`src/inc/host_bus_pkg.sv`:
```
/*
  Shared constants and types of the host bus front end: widths, queue
  depth, decode windows, target and inbound source encodings.
  Assumes every block that includes it runs on the host bus clock.
*/
package host_bus_pkg;

  // ----------------------------------------------------------------
  // Widths and sizes
  // ----------------------------------------------------------------
  localparam int ADDR_W      = 36;          // 64 GB host address space
  localparam int LINE_BYTES  = 64;          // Coherent transfer unit
  localparam int LINE_LSB    = 6;           // log2 of the line size
  localparam int IOQ_DEPTH   = 8;           // Outstanding requests
  localparam int LANES       = 4;           // Data parity lanes
  localparam int LANE_W      = 16;          // Data bits per lane
  localparam int DATA_W      = LANES * LANE_W;
  localparam int MAX_AGENTS  = 2;           // Processors on the bus
  localparam int BUS_MHZ     = 100;         // Bus clock
  localparam int ADDR_XFERS  = 2;           // Address transfers per clock
  localparam int DATA_XFERS  = 4;           // Data transfers per clock
  localparam int MEM_RATIO   = 1;           // Host to memory data ratio

  // ----------------------------------------------------------------
  // Address parity split
  // ----------------------------------------------------------------
  localparam int AP0_LO = 3;                // Low parity group
  localparam int AP0_HI = 23;
  localparam int AP1_LO = 24;               // High parity group
  localparam int AP1_HI = 35;

  // ----------------------------------------------------------------
  // Decode windows (fixed; only MEM_TOP can be overridden at the top)
  // ----------------------------------------------------------------
  localparam logic [35:0] LIMIT_4G     = 36'h1_0000_0000;
  localparam logic [35:0] MEM_TOP      = 36'h0_4000_0000;
  localparam logic [35:0] GFX_MEM_BASE = 36'h0_E000_0000;
  localparam logic [35:0] GFX_MEM_LIM  = 36'h0_E7FF_FFFF;
  localparam logic [35:0] HUBB_MEM_BASE= 36'h0_E800_0000;
  localparam logic [35:0] HUBB_MEM_LIM = 36'h0_EBFF_FFFF;
  localparam logic [35:0] HUBC_MEM_BASE= 36'h0_EC00_0000;
  localparam logic [35:0] HUBC_MEM_LIM = 36'h0_EFFF_FFFF;
  localparam logic [35:0] APER_BASE    = 36'h0_D000_0000;
  localparam logic [35:0] APER_LIM     = 36'h0_DFFF_FFFF;
  localparam logic [15:0] GFX_IO_BASE  = 16'hC000;
  localparam logic [15:0] GFX_IO_LIM   = 16'hCFFF;
  localparam logic [15:0] HUBB_IO_BASE = 16'hD000;
  localparam logic [15:0] HUBB_IO_LIM  = 16'hDFFF;
  localparam logic [15:0] HUBC_IO_BASE = 16'hE000;
  localparam logic [15:0] HUBC_IO_LIM  = 16'hEFFF;
  localparam logic [15:0] CFG_IO_BASE  = 16'h0CF8;
  localparam logic [15:0] CFG_IO_LIM   = 16'h0CFF;

  // ----------------------------------------------------------------
  // Encodings
  // ----------------------------------------------------------------
  typedef enum logic [2:0] {
    DEST_GFX, DEST_HUBB, DEST_HUBC, DEST_CFG, DEST_MEM, DEST_SOUTH,
    DEST_NONE
  } dest_t;

  typedef enum logic [1:0] {
    SRC_GFX_NATIVE, SRC_GFX_PCI, SRC_HUB
  } inb_src_t;

  localparam int ENTRY_W = ADDR_W + 3 + 1;  // Address, target, translate

endpackage

```
`src/verilog/dbi_lane.sv`:
```
/*
  One 16-bit data lane: restores inverted receive data, codes transmit
  data with bus inversion, and computes even lane parity both ways.
  Assumes inputs are already on the host clock; purely combinational.
*/
`timescale 1ns/1ns
`default_nettype none
module dbi_lane
  import host_bus_pkg::*;
#(
  parameter int W = LANE_W
)(
  input  wire logic [W-1:0] rx_word,     // Word as seen on the bus
  input  wire logic         rx_inv,      // Sender inverted this lane
  input  wire logic         rx_par,      // Lane parity as received
  input  wire logic [W-1:0] tx_word,     // Word to send
  output logic      [W-1:0] rx_plain,    // Restored word
  output logic              rx_bad,      // Lane parity mismatch
  output logic      [W-1:0] tx_coded,    // Word as driven
  output logic              tx_inv,      // Inversion flag driven
  output logic              tx_par       // Parity driven
);

  // ----------------------------------------------------------------
  // Elaboration check
  // ----------------------------------------------------------------
  if (W < 2 || W > 64)
  begin : g_bad_w
    $error("dbi_lane width out of range");
  end

  // ----------------------------------------------------------------
  // Receive and transmit coding
  // ----------------------------------------------------------------
  // Invert when more than half the bits are low, so fewer lines switch
  always_comb
  begin
    rx_plain = rx_inv ? ~rx_word : rx_word;
    rx_bad   = ^{rx_word, rx_inv, rx_par};
    tx_inv   = ($countones(tx_word) < (W / 2));
    tx_coded = tx_inv ? ~tx_word : tx_word;
    tx_par   = ^{tx_coded, tx_inv};
  end

endmodule
`default_nettype wire

```
`src/verilog/host_bus_decode_parity.sv`:
```
/*
  Processor side front end of the memory hub: queues pipelined host
  requests, decodes their targets, decides snooping and aperture
  translation for inbound traffic, and handles bus parity and bus
  inversion. Assumes all bus inputs are already captured on the host
  clock by the source synchronous receivers, and that the consumers of
  the decoded requests sit on the same clock.
*/
// Behaviour
// - Coherent transfers use 64-byte lines
// - At most two processors, 100 MHz bus
// - Host and memory data rates run 1:1
// - Bus inversion applied and removed on data
// - Host addresses are 36 bits, 64 GB
// - Eight-entry in-order request queue
// - Address double pumped, data quad pumped
// - I/O claimed by graphics, wide hubs, config
// - Unclaimed I/O goes to south hub
// - Memory decode; unclaimed below 4 GB south
// - No snoop for graphics-native memory access
// - Snoop PCI-semantic graphics and hub accesses
// - Aperture accesses always get translated
// - Drive parity; check data and address parity
// - Data parity error sends enabled error message
// - Address parity error sends enabled message
// - No error phase; bad-parity requests complete
// - Response parity driven, never checked
// - Data moves at four transfers per clock
// - Full reset clears all logic
`timescale 1ns/1ns
`default_nettype none
module host_bus_decode_parity
  import host_bus_pkg::*;
#(
  parameter logic [35:0] MEM_LIMIT = MEM_TOP,   // Top of main memory
  parameter int          AGENTS    = MAX_AGENTS
)(
  input  wire logic              clock,
  input  wire logic              reset,           // Full reset input
  // Configuration of error reporting
  input  wire logic              cfg_write,
  input  wire logic              cfg_data_msg_en,
  input  wire logic              cfg_addr_msg_en,
  // Host request phase
  input  wire logic              req_valid,
  input  wire logic [ADDR_W-1:0] req_addr,
  input  wire logic              req_is_io,
  input  wire logic [1:0]        host_addr_parity,
  output logic                   req_ready,
  // Decoded request towards the targets
  output logic                   out_valid,
  output logic [ADDR_W-1:0]      out_addr,
  output logic [2:0]             out_dest,
  output logic                   out_translate,
  input  wire logic              out_ready,
  // Host data received
  input  wire logic              rx_valid,
  input  wire logic [DATA_W-1:0] rx_data,
  input  wire logic [LANES-1:0]  rx_data_bus_inversion,
  input  wire logic [LANES-1:0]  host_data_parity,
  output logic                   rxd_valid,
  output logic [DATA_W-1:0]      rxd_data,
  // Host data driven
  input  wire logic              tx_valid,
  input  wire logic [DATA_W-1:0] tx_data,
  output logic                   txd_valid,
  output logic [DATA_W-1:0]      txd_data,
  output logic [LANES-1:0]       tx_data_bus_inversion,
  output logic [LANES-1:0]       tx_data_parity,
  // Response phase
  input  wire logic              rsp_valid,
  input  wire logic [2:0]        rsp_code,
  output logic                   rspd_valid,
  output logic [2:0]             rspd_code,
  output logic                   response_parity,
  // Inbound memory traffic from graphics port and hubs
  input  wire logic              inb_valid,
  input  wire logic [1:0]        inb_src,
  input  wire logic [ADDR_W-1:0] inb_addr,
  output logic                   inb_done,
  output logic                   inb_snoop,
  output logic                   inb_translate,
  // Error reporting
  output logic                   serr_message,
  output logic                   data_perr_seen,
  output logic                   addr_perr_seen
);

  // ----------------------------------------------------------------
  // Elaboration checks
  // ----------------------------------------------------------------
  if (AGENTS < 1 || AGENTS > MAX_AGENTS)
  begin : g_bad_agents
    $error("at most two processor agents are served");
  end
  if (MEM_RATIO != 1 || BUS_MHZ != 100)
  begin : g_bad_rate
    $error("bus rate and memory ratio are fixed");
  end

  // ----------------------------------------------------------------
  // State
  // ----------------------------------------------------------------
  typedef struct packed {
    logic              data_en;      // Data parity message enable
    logic              addr_en;      // Address parity message enable
    logic              ov;           // Decoded request held
    logic [ADDR_W-1:0] oa;
    logic [2:0]        od;
    logic              ot;
    logic              rxv;          // Received data
    logic [DATA_W-1:0] rxd;
    logic              txv;          // Driven data
    logic [DATA_W-1:0] txd;
    logic [LANES-1:0]  txi;
    logic [LANES-1:0]  txp;
    logic              rv;           // Response
    logic [2:0]        rc;
    logic              rp;
    logic              iv;           // Inbound decision
    logic              isn;
    logic              itr;
    logic              serr;         // Error message pulse
    logic              dpe;          // Sticky data parity error
    logic              ape;          // Sticky address parity error
    logic              rdy;          // Queue has room
  } state_t;
  state_t s_q;
  state_t s_d;

  // ----------------------------------------------------------------
  // Decode helpers
  // ----------------------------------------------------------------
  function automatic logic in_win36(input logic [35:0] a,
                                    input logic [35:0] lo,
                                    input logic [35:0] hi);
    in_win36 = (a >= lo) && (a <= hi);
  endfunction

  function automatic logic in_win16(input logic [15:0] a,
                                    input logic [15:0] lo,
                                    input logic [15:0] hi);
    in_win16 = (a >= lo) && (a <= hi);
  endfunction

  // Target of a host request; positive claims first, then fallback
  function automatic dest_t decode(input logic [35:0] a,
                                   input logic        io);
    logic [15:0] p;
    p = a[15:0];
    if (io)
    begin
      if (in_win16(p, GFX_IO_BASE, GFX_IO_LIM))
        decode = DEST_GFX;
      else if (in_win16(p, HUBB_IO_BASE, HUBB_IO_LIM))
        decode = DEST_HUBB;
      else if (in_win16(p, HUBC_IO_BASE, HUBC_IO_LIM))
        decode = DEST_HUBC;
      else if (in_win16(p, CFG_IO_BASE, CFG_IO_LIM))
        decode = DEST_CFG;
      else
        decode = DEST_SOUTH;
    end
    else if (in_win36(a, APER_BASE, APER_LIM) || (a < MEM_LIMIT))
      decode = DEST_MEM;
    else if (in_win36(a, GFX_MEM_BASE, GFX_MEM_LIM))
      decode = DEST_GFX;
    else if (in_win36(a, HUBB_MEM_BASE, HUBB_MEM_LIM))
      decode = DEST_HUBB;
    else if (in_win36(a, HUBC_MEM_BASE, HUBC_MEM_LIM))
      decode = DEST_HUBC;
    else if (a < LIMIT_4G)
      decode = DEST_SOUTH;
    else
      decode = DEST_NONE;
  endfunction

  // ----------------------------------------------------------------
  // Request queue
  // ----------------------------------------------------------------
  logic               q_push;
  logic               q_pop;
  logic               q_empty;
  logic               q_full;
  logic [ENTRY_W-1:0] q_wdata;
  logic [ENTRY_W-1:0] q_rdata;
  logic [$clog2(IOQ_DEPTH):0] q_count;  // Queue occupancy
  logic [ADDR_W-1:0]  line_addr;
  dest_t              req_dest;

  // Requests are taken only while the registered ready is high
  assign line_addr = {req_addr[ADDR_W-1:LINE_LSB], LINE_LSB'(0)};
  assign req_dest  = decode(req_addr, req_is_io);
  assign q_push    = req_valid && s_q.rdy;
  assign q_pop     = !q_empty && (!s_q.ov || out_ready);
  assign q_wdata   = {req_is_io ? req_addr : line_addr,
                      req_dest,
                      !req_is_io && in_win36(req_addr, APER_BASE,
                                             APER_LIM)};

  ioq #(
    .WIDTH (ENTRY_W),
    .DEPTH (IOQ_DEPTH)
  ) u_ioq (
    .clock (clock),
    .reset (reset),
    .push  (q_push),
    .wdata (q_wdata),
    .pop   (q_pop),
    .rdata (q_rdata),
    .empty (q_empty),
    .full  (q_full),
    .count (q_count)
  );

  // ----------------------------------------------------------------
  // Data lanes
  // ----------------------------------------------------------------
  logic [DATA_W-1:0] lane_plain;
  logic [DATA_W-1:0] lane_coded;
  logic [LANES-1:0]  lane_bad;
  logic [LANES-1:0]  lane_inv;
  logic [LANES-1:0]  lane_par;

  // One coder per parity lane; a beat carries all four lanes
  for (genvar i = 0; i < LANES; i++)
  begin : g_lane
    dbi_lane #(
      .W (LANE_W)
    ) u_lane (
      .rx_word  (rx_data[i*LANE_W +: LANE_W]),
      .rx_inv   (rx_data_bus_inversion[i]),
      .rx_par   (host_data_parity[i]),
      .tx_word  (tx_data[i*LANE_W +: LANE_W]),
      .rx_plain (lane_plain[i*LANE_W +: LANE_W]),
      .rx_bad   (lane_bad[i]),
      .tx_coded (lane_coded[i*LANE_W +: LANE_W]),
      .tx_inv   (lane_inv[i]),
      .tx_par   (lane_par[i])
    );
  end

  // ----------------------------------------------------------------
  // Parity checks on received groups
  // ----------------------------------------------------------------
  logic addr_bad;
  logic data_bad;
  // Both halves of the address are covered; response is never checked
  assign addr_bad = req_valid && s_q.rdy &&
                    ((^{req_addr[AP0_HI:AP0_LO], req_is_io,
                        host_addr_parity[0]}) ||
                     (^{req_addr[AP1_HI:AP1_LO],
                        host_addr_parity[1]}));
  assign data_bad = rx_valid && (|lane_bad);

  // ----------------------------------------------------------------
  // Next state
  // ----------------------------------------------------------------
  always_comb
  begin
    s_d = s_q;
    // Enables change only on an explicit configuration write
    if (cfg_write)
    begin
      s_d.data_en = cfg_data_msg_en;
      s_d.addr_en = cfg_addr_msg_en;
    end
    // Decoded request stage refills as soon as it empties
    if (q_pop)
    begin
      s_d.ov = 1'b1;
      {s_d.oa, s_d.od, s_d.ot} = q_rdata;
    end
    else if (out_ready)
      s_d.ov = 1'b0;
    // Room is judged one push ahead so a push never meets a full queue
    s_d.rdy = !q_full && !(q_push && (q_count ==
              ($clog2(IOQ_DEPTH)+1)'(IOQ_DEPTH - 1)));
    // Received beat with inversion removed
    s_d.rxv = rx_valid;
    s_d.rxd = lane_plain;
    // Driven beat with inversion and parity
    s_d.txv = tx_valid;
    s_d.txd = lane_coded;
    s_d.txi = lane_inv;
    s_d.txp = lane_par;
    // Response parity is driven every cycle, idle included
    s_d.rv  = rsp_valid;
    s_d.rc  = rsp_valid ? rsp_code : 3'h0;
    s_d.rp  = ^(rsp_valid ? rsp_code : 3'h0);
    // Inbound snoop and translation decision
    s_d.iv  = inb_valid;
    s_d.isn = inb_valid && (inb_src != 2'(SRC_GFX_NATIVE));
    s_d.itr = inb_valid && in_win36(inb_addr, APER_BASE, APER_LIM);
    // Errors are sticky; the message is a one-cycle pulse for each cycle with an enabled error
    s_d.dpe  = s_q.dpe || data_bad;
    s_d.ape  = s_q.ape || addr_bad;
    s_d.serr = (data_bad && s_q.data_en) ||
               (addr_bad && s_q.addr_en);
  end

  // ----------------------------------------------------------------
  // State register
  // ----------------------------------------------------------------
  always_ff @(posedge clock)
  begin
    if (reset)
      s_q <= '0;
    else
      s_q <= s_d;
  end

  // ----------------------------------------------------------------
  // Outputs, all straight from the state register
  // ----------------------------------------------------------------
  assign req_ready             = s_q.rdy;
  assign out_valid             = s_q.ov;
  assign out_addr              = s_q.oa;
  assign out_dest              = s_q.od;
  assign out_translate         = s_q.ot;
  assign rxd_valid             = s_q.rxv;
  assign rxd_data              = s_q.rxd;
  assign txd_valid             = s_q.txv;
  assign txd_data              = s_q.txd;
  assign tx_data_bus_inversion = s_q.txi;
  assign tx_data_parity        = s_q.txp;
  assign rspd_valid            = s_q.rv;
  assign rspd_code             = s_q.rc;
  assign response_parity       = s_q.rp;
  assign inb_done              = s_q.iv;
  assign inb_snoop             = s_q.isn;
  assign inb_translate         = s_q.itr;
  assign serr_message          = s_q.serr;
  assign data_perr_seen        = s_q.dpe;
  assign addr_perr_seen        = s_q.ape;

endmodule
`default_nettype wire

```
`src/verilog/ioq.sv`:
```
/*
  In-order queue of pending host requests. Push and pop may share a
  cycle. Assumes the caller never pushes while full nor pops while empty.
*/
`timescale 1ns/1ns
`default_nettype none
module ioq
  import host_bus_pkg::*;
#(
  parameter int WIDTH = ENTRY_W,
  parameter int DEPTH = IOQ_DEPTH
)(
  input  wire logic             clock,
  input  wire logic             reset,
  input  wire logic             push,     // Store wdata
  input  wire logic [WIDTH-1:0] wdata,
  input  wire logic             pop,      // Retire the head
  output logic      [WIDTH-1:0] rdata,    // Head entry
  output logic                  empty,
  output logic                  full,
  output logic [$clog2(DEPTH):0] count
);

  localparam int PW = $clog2(DEPTH);

  // ----------------------------------------------------------------
  // Elaboration check
  // ----------------------------------------------------------------
  if (DEPTH < 2 || (1 << PW) != DEPTH)
  begin : g_bad_depth
    $error("ioq depth must be a power of two");
  end

  typedef struct packed {
    logic [DEPTH-1:0][WIDTH-1:0] mem;     // Entries
    logic [PW-1:0]               wp;      // Write pointer
    logic [PW-1:0]               rp;      // Read pointer
    logic [PW:0]                 cnt;     // Occupancy
  } ioq_state_t;

  ioq_state_t s_q;
  ioq_state_t s_d;

  // ----------------------------------------------------------------
  // Next state
  // ----------------------------------------------------------------
  always_comb
  begin
    s_d = s_q;
    if (push)
    begin
      s_d.mem[s_q.wp] = wdata;
      s_d.wp          = s_q.wp + PW'(1);
    end
    if (pop)
    begin
      s_d.rp = s_q.rp + PW'(1);
    end
    // Occupancy follows push and pop together
    s_d.cnt = s_q.cnt + (PW+1)'(push) - (PW+1)'(pop);
  end

  // ----------------------------------------------------------------
  // State register
  // ----------------------------------------------------------------
  always_ff @(posedge clock)
  begin
    if (reset)
    begin
      s_q <= '0;
    end
    else
    begin
      s_q <= s_d;
    end
  end

  assign rdata = s_q.mem[s_q.rp];
  assign empty = (s_q.cnt == '0);
  assign full  = (s_q.cnt == (PW+1)'(DEPTH));
  assign count = s_q.cnt;

endmodule
`default_nettype wire
```
`config.mk`:
```
export PLATFORM = sky130hd
export DESIGN_NAME = host_bus_decode_parity
export DESIGN_NICKNAME = d
export VERILOG_FILES = /design/src/inc/host_bus_pkg.sv /design/src/verilog/dbi_lane.sv /design/src/verilog/host_bus_decode_parity.sv /design/src/verilog/ioq.sv
export SDC_FILE = /design/constraint.sdc
export NUM_CORES = 1
export LEC_CHECK = 0
export BUFFER_PORTS_ARGS = -buffer_cell sky130_fd_sc_hd__buf_2
export CAP_MARGIN = 20
export CORE_MARGIN = 1.5
export CORE_UTILIZATION = 57
export DETAILED_ROUTE_END_ITERATION = 10
export PLACE_DENSITY = 0.77
export SLEW_MARGIN = 20
export SYNTH_ARGS = -nofsm -noshare
export SYNTH_HDL_FRONTEND = slang
export SYNTH_SLANG_ARGS = --single-unit
```
`constraint.sdc`:
```
create_clock -name clock -period 6.15 [get_ports clock]
set_input_delay 1.23 -clock clock [delete_from_list [all_inputs] [get_ports clock]]
set_output_delay 1.23 -clock clock [all_outputs]
set_load 0.03 [all_outputs]
```
# Yosys cells after proc, flatten, opt, wreduce, memory -nomap -nowiden
# Index checks and enable logic that the tools add are counted.
[classes]
n_addsub = 64
n_lt_le_gt_ge = 27
n_eq_ne = 2
n_mux = 27
n_bitwise = 8
n_reduce_logical = 47
[op_table]
columns = ["op", "count"]
rows = [
  ["$add 32x32->32", 28],
  ["$bwmux 320", 1],
  ["$ge 36x32->1 const B", 5],
  ["$le 36x32->1 const B", 5],
  ["$lt 32x5->1 const B", 4],
  ["$mux 16", 8],
  ["$not 16->16", 8],
  ["$bmux 40 s3", 1],
  ["$demux 40 s3", 1],
  ["$mux 40", 2],
  ["$reduce_xor 18->1", 4],
  ["$reduce_xor 17->1", 4],
  ["$add 1x1->2", 32],
  ["$ge 16x16->1 const B", 3],
  ["$le 16x16->1 const B", 3],
  ["$lt 36x31->1 const B", 1],
  ["$lt 36x33->1 const B", 1],
  ["$mux 3", 10],
  ["$reduce_xor 23->1", 1],
  ["$logic_and 1x1->1", 21],
  ["$ge 16x12->1 const B", 1],
  ["$le 16x12->1 const B", 1],
  ["$reduce_xor 13->1", 1],
  ["$lt 3x4->1 const B", 2],
  ["15 further kinds", 27],
]
[word_totals]
regBits = 523
elab_cells = 208

# Logic depth before layout (Yosys ltp)
[depth]
word_depth = 8
depth_mapped = 17
ltp_nobuf = 16

# Cells and area by module
# A second synthesis with hierarchy kept.
[unflattened]
cells_unflattened = 2886
area_unflattened_um2 = 26262.7
[by_module_without_submodules]
columns = ["module", "n_inst", "cells_each", "area_per_inst_um2", "seq_area_each_um2"]
rows = [
  ["ioq", 1, 1644, 14312.5, 6606.3],
  ["host_bus_decode_parity", 1, 814, 7841.3, 3863.7],
  ["dbi_lane", 4, 107, 1027.2, 0.0],
]

# Worst setup path before layout
# Ideal clock, no wire load.
[synth_timing]
path_type = "input port to flip-flop"
start = "input port tx_data[48]"
end = "register s_q, in the netlist tx_data_parity[3]"
setup_time_ns = 0.065
t_arrival_ns = 5.015
required_ns = 6.085
slack_ns = 1.070
path_stages = 17
cell_sequence = "ha_1 > inv_1 > fa_1 > inv_1 > fa_1 > fa_1 > inv_1 > fa_1 > inv_1 > ha_1 > nand2_1 > nor3_1 > nor4_1 > clkbuf_1 > xnor2_1 > xnor3_1 > nor2_1"
[synth_between]
elab_chain_cells = 7
word_cells_on_any_way = 8
classes_between = "add/sub (4); order compare (1); mux (1); bitwise (1); reduce/logical (1)"
[synth_lines]
columns = ["element", "line", "text"]
rows = [
  ["from (decl)", "host_bus_decode_parity.sv:65", "input wire logic [DATA_W-1:0] tx_data,"],
  ["$add 1x1->2 (not written as such)", "dbi_lane.sv:40", "tx_inv = ($countones(tx_word) < (W / 2));"],
  ["$add 32x32->32 (not written as such) (3 in series)", "dbi_lane.sv:40", ""],
  ["$lt 32x5->1", "dbi_lane.sv:40", ""],
  ["$mux 16", "dbi_lane.sv:41", "tx_coded = tx_inv ? ~tx_word : tx_word;"],
  ["$reduce_xor 17->1 (*)", "dbi_lane.sv:42", "tx_par = ^{tx_coded, tx_inv};"],
  ["to (signal assigned)", "host_bus_decode_parity.sv:308", "s_q <= '0;"],
  ["to (signal assigned)", "host_bus_decode_parity.sv:310", "s_q <= s_d;"],
  ["to (decl)", "host_bus_decode_parity.sv:128", "state_t s_q;"],
]
# Mark *: on every way between the ends. The rest lies on a longest branch, timed or not.
# A chain may end at the register's enable or synchronous reset.

# Final worst setup path
[layout_timing]
start = "input port tx_data[48]"
end = "register s_q, in the netlist txd_data[56]"
[layout_between]
elab_chain_cells = 6
[layout_lines]
columns = ["element", "line"]
rows = [
  ["$add 1x1->2 (not written as such)", "dbi_lane.sv:40"],
  ["$add 32x32->32 (not written as such) (3 in series)", "dbi_lane.sv:40"],
  ["$lt 32x5->1", "dbi_lane.sv:40"],
  ["$mux 16", "dbi_lane.sv:41"],
]
# No other way between the ends.

==> summary.txt <==
Number of cells after detailed placement: 3,460
CP Data Arrival Time: 4.95 ns
Endpoints failing setup: 0
Layout area overhead: 10.9%
DR WL/cell: 18.3 µm
R2r setup slk: 3.48 ns
Routed Antenna Nets: 0
Setup TNS: 0 ns
Post-route insts no fill: 3,565
Cell area power density: 403 mW/mm²
Final hold violation count: 0
Die area: 0.0459 mm²
WHS: 0.453 ns
Hold buffer count at CTS: 0
Fraction of registers with async set/reset: 0
Hold endpoint: u_ioq.s_q[186]
Largest net degree at the start of global routing: 163
Reg2reg end: u_ioq.s_q[52]
Clock Tree Buf Depth: 3
Die H: 214 µm
Vias: 19,600
CP Launch Type: input pin
Vias in the first global route: 19,700
Critical path required time: 6.61 ns
Register area: 0.0105 mm²
Nets: 3,267
Mapped Nets: 3,176
Number of CTS-inserted buffers: 54
Max Slew Vio Count: 0
Overflow after GRT: 0
First-pass GRT wire length: 103,000 µm
PortBufs: 389
Crit path max fanout: 16
Final Skew: 0.0272 ns
Top_reg_cell synth: dfxtp_1
Clock transition at path regs: 0.06 ns
CTS sink cnt: 523
Mapped cell area: 0.0254 mm²
Commonest non-fill, non-tap cell in the layout: nand2_1
Post-synthesis average cell area: 8.97 µm²
Slowest cell on the critical path: fa_1
Drt pass-1 iters: 5
Post-CTS Setup Bufs: 0
Post-synthesis register bit count: 523
Routed WL: 65,300 µm
Synth warn: 0
Hold Crit Start: u_ioq.s_q[186]
Status: finished, final reports clean
Vias per cell: 5.51
Slew HR: 0.233
Critical Path, Cell by Cell: buf_2 -> ha_1 -> inv_1 -> fa_1 -> inv_1 -> fa_1 -> fa_1 -> inv_1 -> fa_1 -> inv_1 -> ha_1 -> nand2_1 -> nor3_1 -> nor4_2 -> buf_4 -> xnor2_1 -> nor2_1
Clock root buffer master: clkbuf_16
Final Wtd Congestion: 0.876
Hold Crit Class: reg -> reg
Num rows: 77
Period minus WS final: 4.49 ns
Initial DRC Count: 1,437
Worst flop-to-flop path startpoint: u_ioq.s_q[7]
Core area: 0.0441 mm²
Starting Density: 0.576
Clk_lat worst skew: 0.63 ns
Yosys cell types: 53
Fraction of layout cells with a size suffix above 1: 0.211
Post-route cell area: 0.0282 mm²
Critical Path Max Stage Delay: 0.53 ns
Detailed placement HPWL: 41,400 µm
Leakage: 0.0111 µW
# fillers: 3,599
Tcrit/Tclk final: 0.730
GRT Overall Usage: 0.279
Synth Instances: 2,833
Post-synth EDFFs: 0
Cell count of the worst reg-to-reg path: 5
Critical path class: in -> reg
Die boundary width: 214 µm
Total Power: 11,300 µW
H-Tree Depth: 2
F_max: 223 MHz
Worst hold path stage count: 2
Placed Area: 0.0263 mm²
Most frequent cells in the layout: 616 x nand2_1, 520 x dfxtp_1, 388 x buf_2
Crit end category: flip-flop
Area of the multi-input gates: 0.0124 mm²
Least-Margin Pin Slew: 1.14 ns
# DRC: 0
Initial antenna violation count: 7
Maximum capacitance violations: 0
I/O pin count: 418
Unrepaired setup endpoints after global routing: false
Post-CTS sizing: 0
Share of the yosys chip area belonging to registers: 0.412
CTS tree: built
Maximum VDD drop: 372 µV
## cell type report
cell class              instances  share of cell area
diodes                          5            0.000444
clock buffers                  75              0.0554
clock inverters                25              0.0117
inverters                     115              0.0153
multi-input cells            1810               0.441
flip-flops and latches        523               0.372
well taps                     592              0.0263
repair buffers                420              0.0781
## Yosys cell counts, types with 5 or more instances
cell	instances	area share
nand3_1	6	0.0012
fa_1	41	0.032
buf_4	178	0.053
nor2_1	218	0.032
a21oi_1	310	0.061
mux2i_1	43	0.017
nor3_1	9	0.0018
and2_1	7	0.0017
nand2b_1	5	0.0012
buf_1	10	0.0015
xnor3_1	8	0.0071
and3_1	5	0.0012
dfxtp_1	523	0.41
nor3_2	7	0.0028
nor2b_1	10	0.0025
ha_1	75	0.037
nor4bb_1	5	0.0020
buf_2	26	0.0051
a211oi_1	49	0.014
xnor2_1	244	0.084
nor4_1	7	0.0017
nand4_1	5	0.0012
nand2_1	616	0.091
inv_1	115	0.017
o211ai_1	9	0.0027
xor2_1	19	0.0065
clkbuf_1	166	0.025
mux4_2	80	0.071
## registers in the layout, summed over array words and instances, names as in the netlist, 2 cells and up
register and flops:
u_ioq.s_q 326, rxd_data 64, txd_data 64, out_addr 36, tx_data_bus_inversion 4, tx_data_parity 4, u_ioq.count 4, out_dest 3
rspd_code 3, s_q 2
## worst max-delay path by stage
| stage | from | end | cells after the start |
|---|---|---|---|
| global placement | tx_data[48] | tx_data_parity[3] | 17 |
| finish | tx_data[48] | txd_data[56] | 17 |
| global route | tx_data[48] | txd_data[56] | 17 |
| detailed placement | tx_data[30] | txd_data[17] | 16 |
| floorplan | tx_data[48] | tx_data_parity[3] | 17 |
| CTS | tx_data[30] | txd_data[17] | 16 |
## power by group
group,total [µW],internal [µW],leakage [µW],switching [µW]
Clock,3440,2040,0.000930,1410
Combinational,3860,1500,0.00590,2370
Sequential,4040,3800,0.00427,237
## metrics by stage
stage / util / setup slack (ns)
floorplan: - / 1.07
global placement: 0.596 / 1.08
detailed placement: 0.596 / 0.995
CTS: 0.638 / 1.65
global route: 0.639 / 1.45
finish: 0.639 / 1.66
## routing by layer
metal	vias up	global-route usage	routed length, µm
li1	9180	-	-
met1	9507	0.340	25800
met2	765	0.486	32700
met3	180	0.0506	4550
met4	4	0.118	2160
met5	-	0	27
## cells by family (layout without fill, tap and decap cells)
kind of cell | Yosys count | count (layout) | synth area share
fa+ha+maj | 116 | 116 | 0.0692
compound gates | 386 | 386 | 0.0858
simple gates | 914 | 914 | 0.145
flops | 523 | 523 | 0.412
xor+xnor | 271 | 271 | 0.0977
buf+inv | 500 | 635 | 0.102
other cells | 0 | 5 | 0
mux | 123 | 123 | 0.0878
## critical path: cells and delay by family
kind / cells / cell delay, ns
fa+ha+maj: 6 / 2.39
buf+inv: 6 / 0.68
simple gates: 4 / 0.42
xor+xnor: 1 / 0.22
No activity file was read; power rests on OpenSTA's default activity.
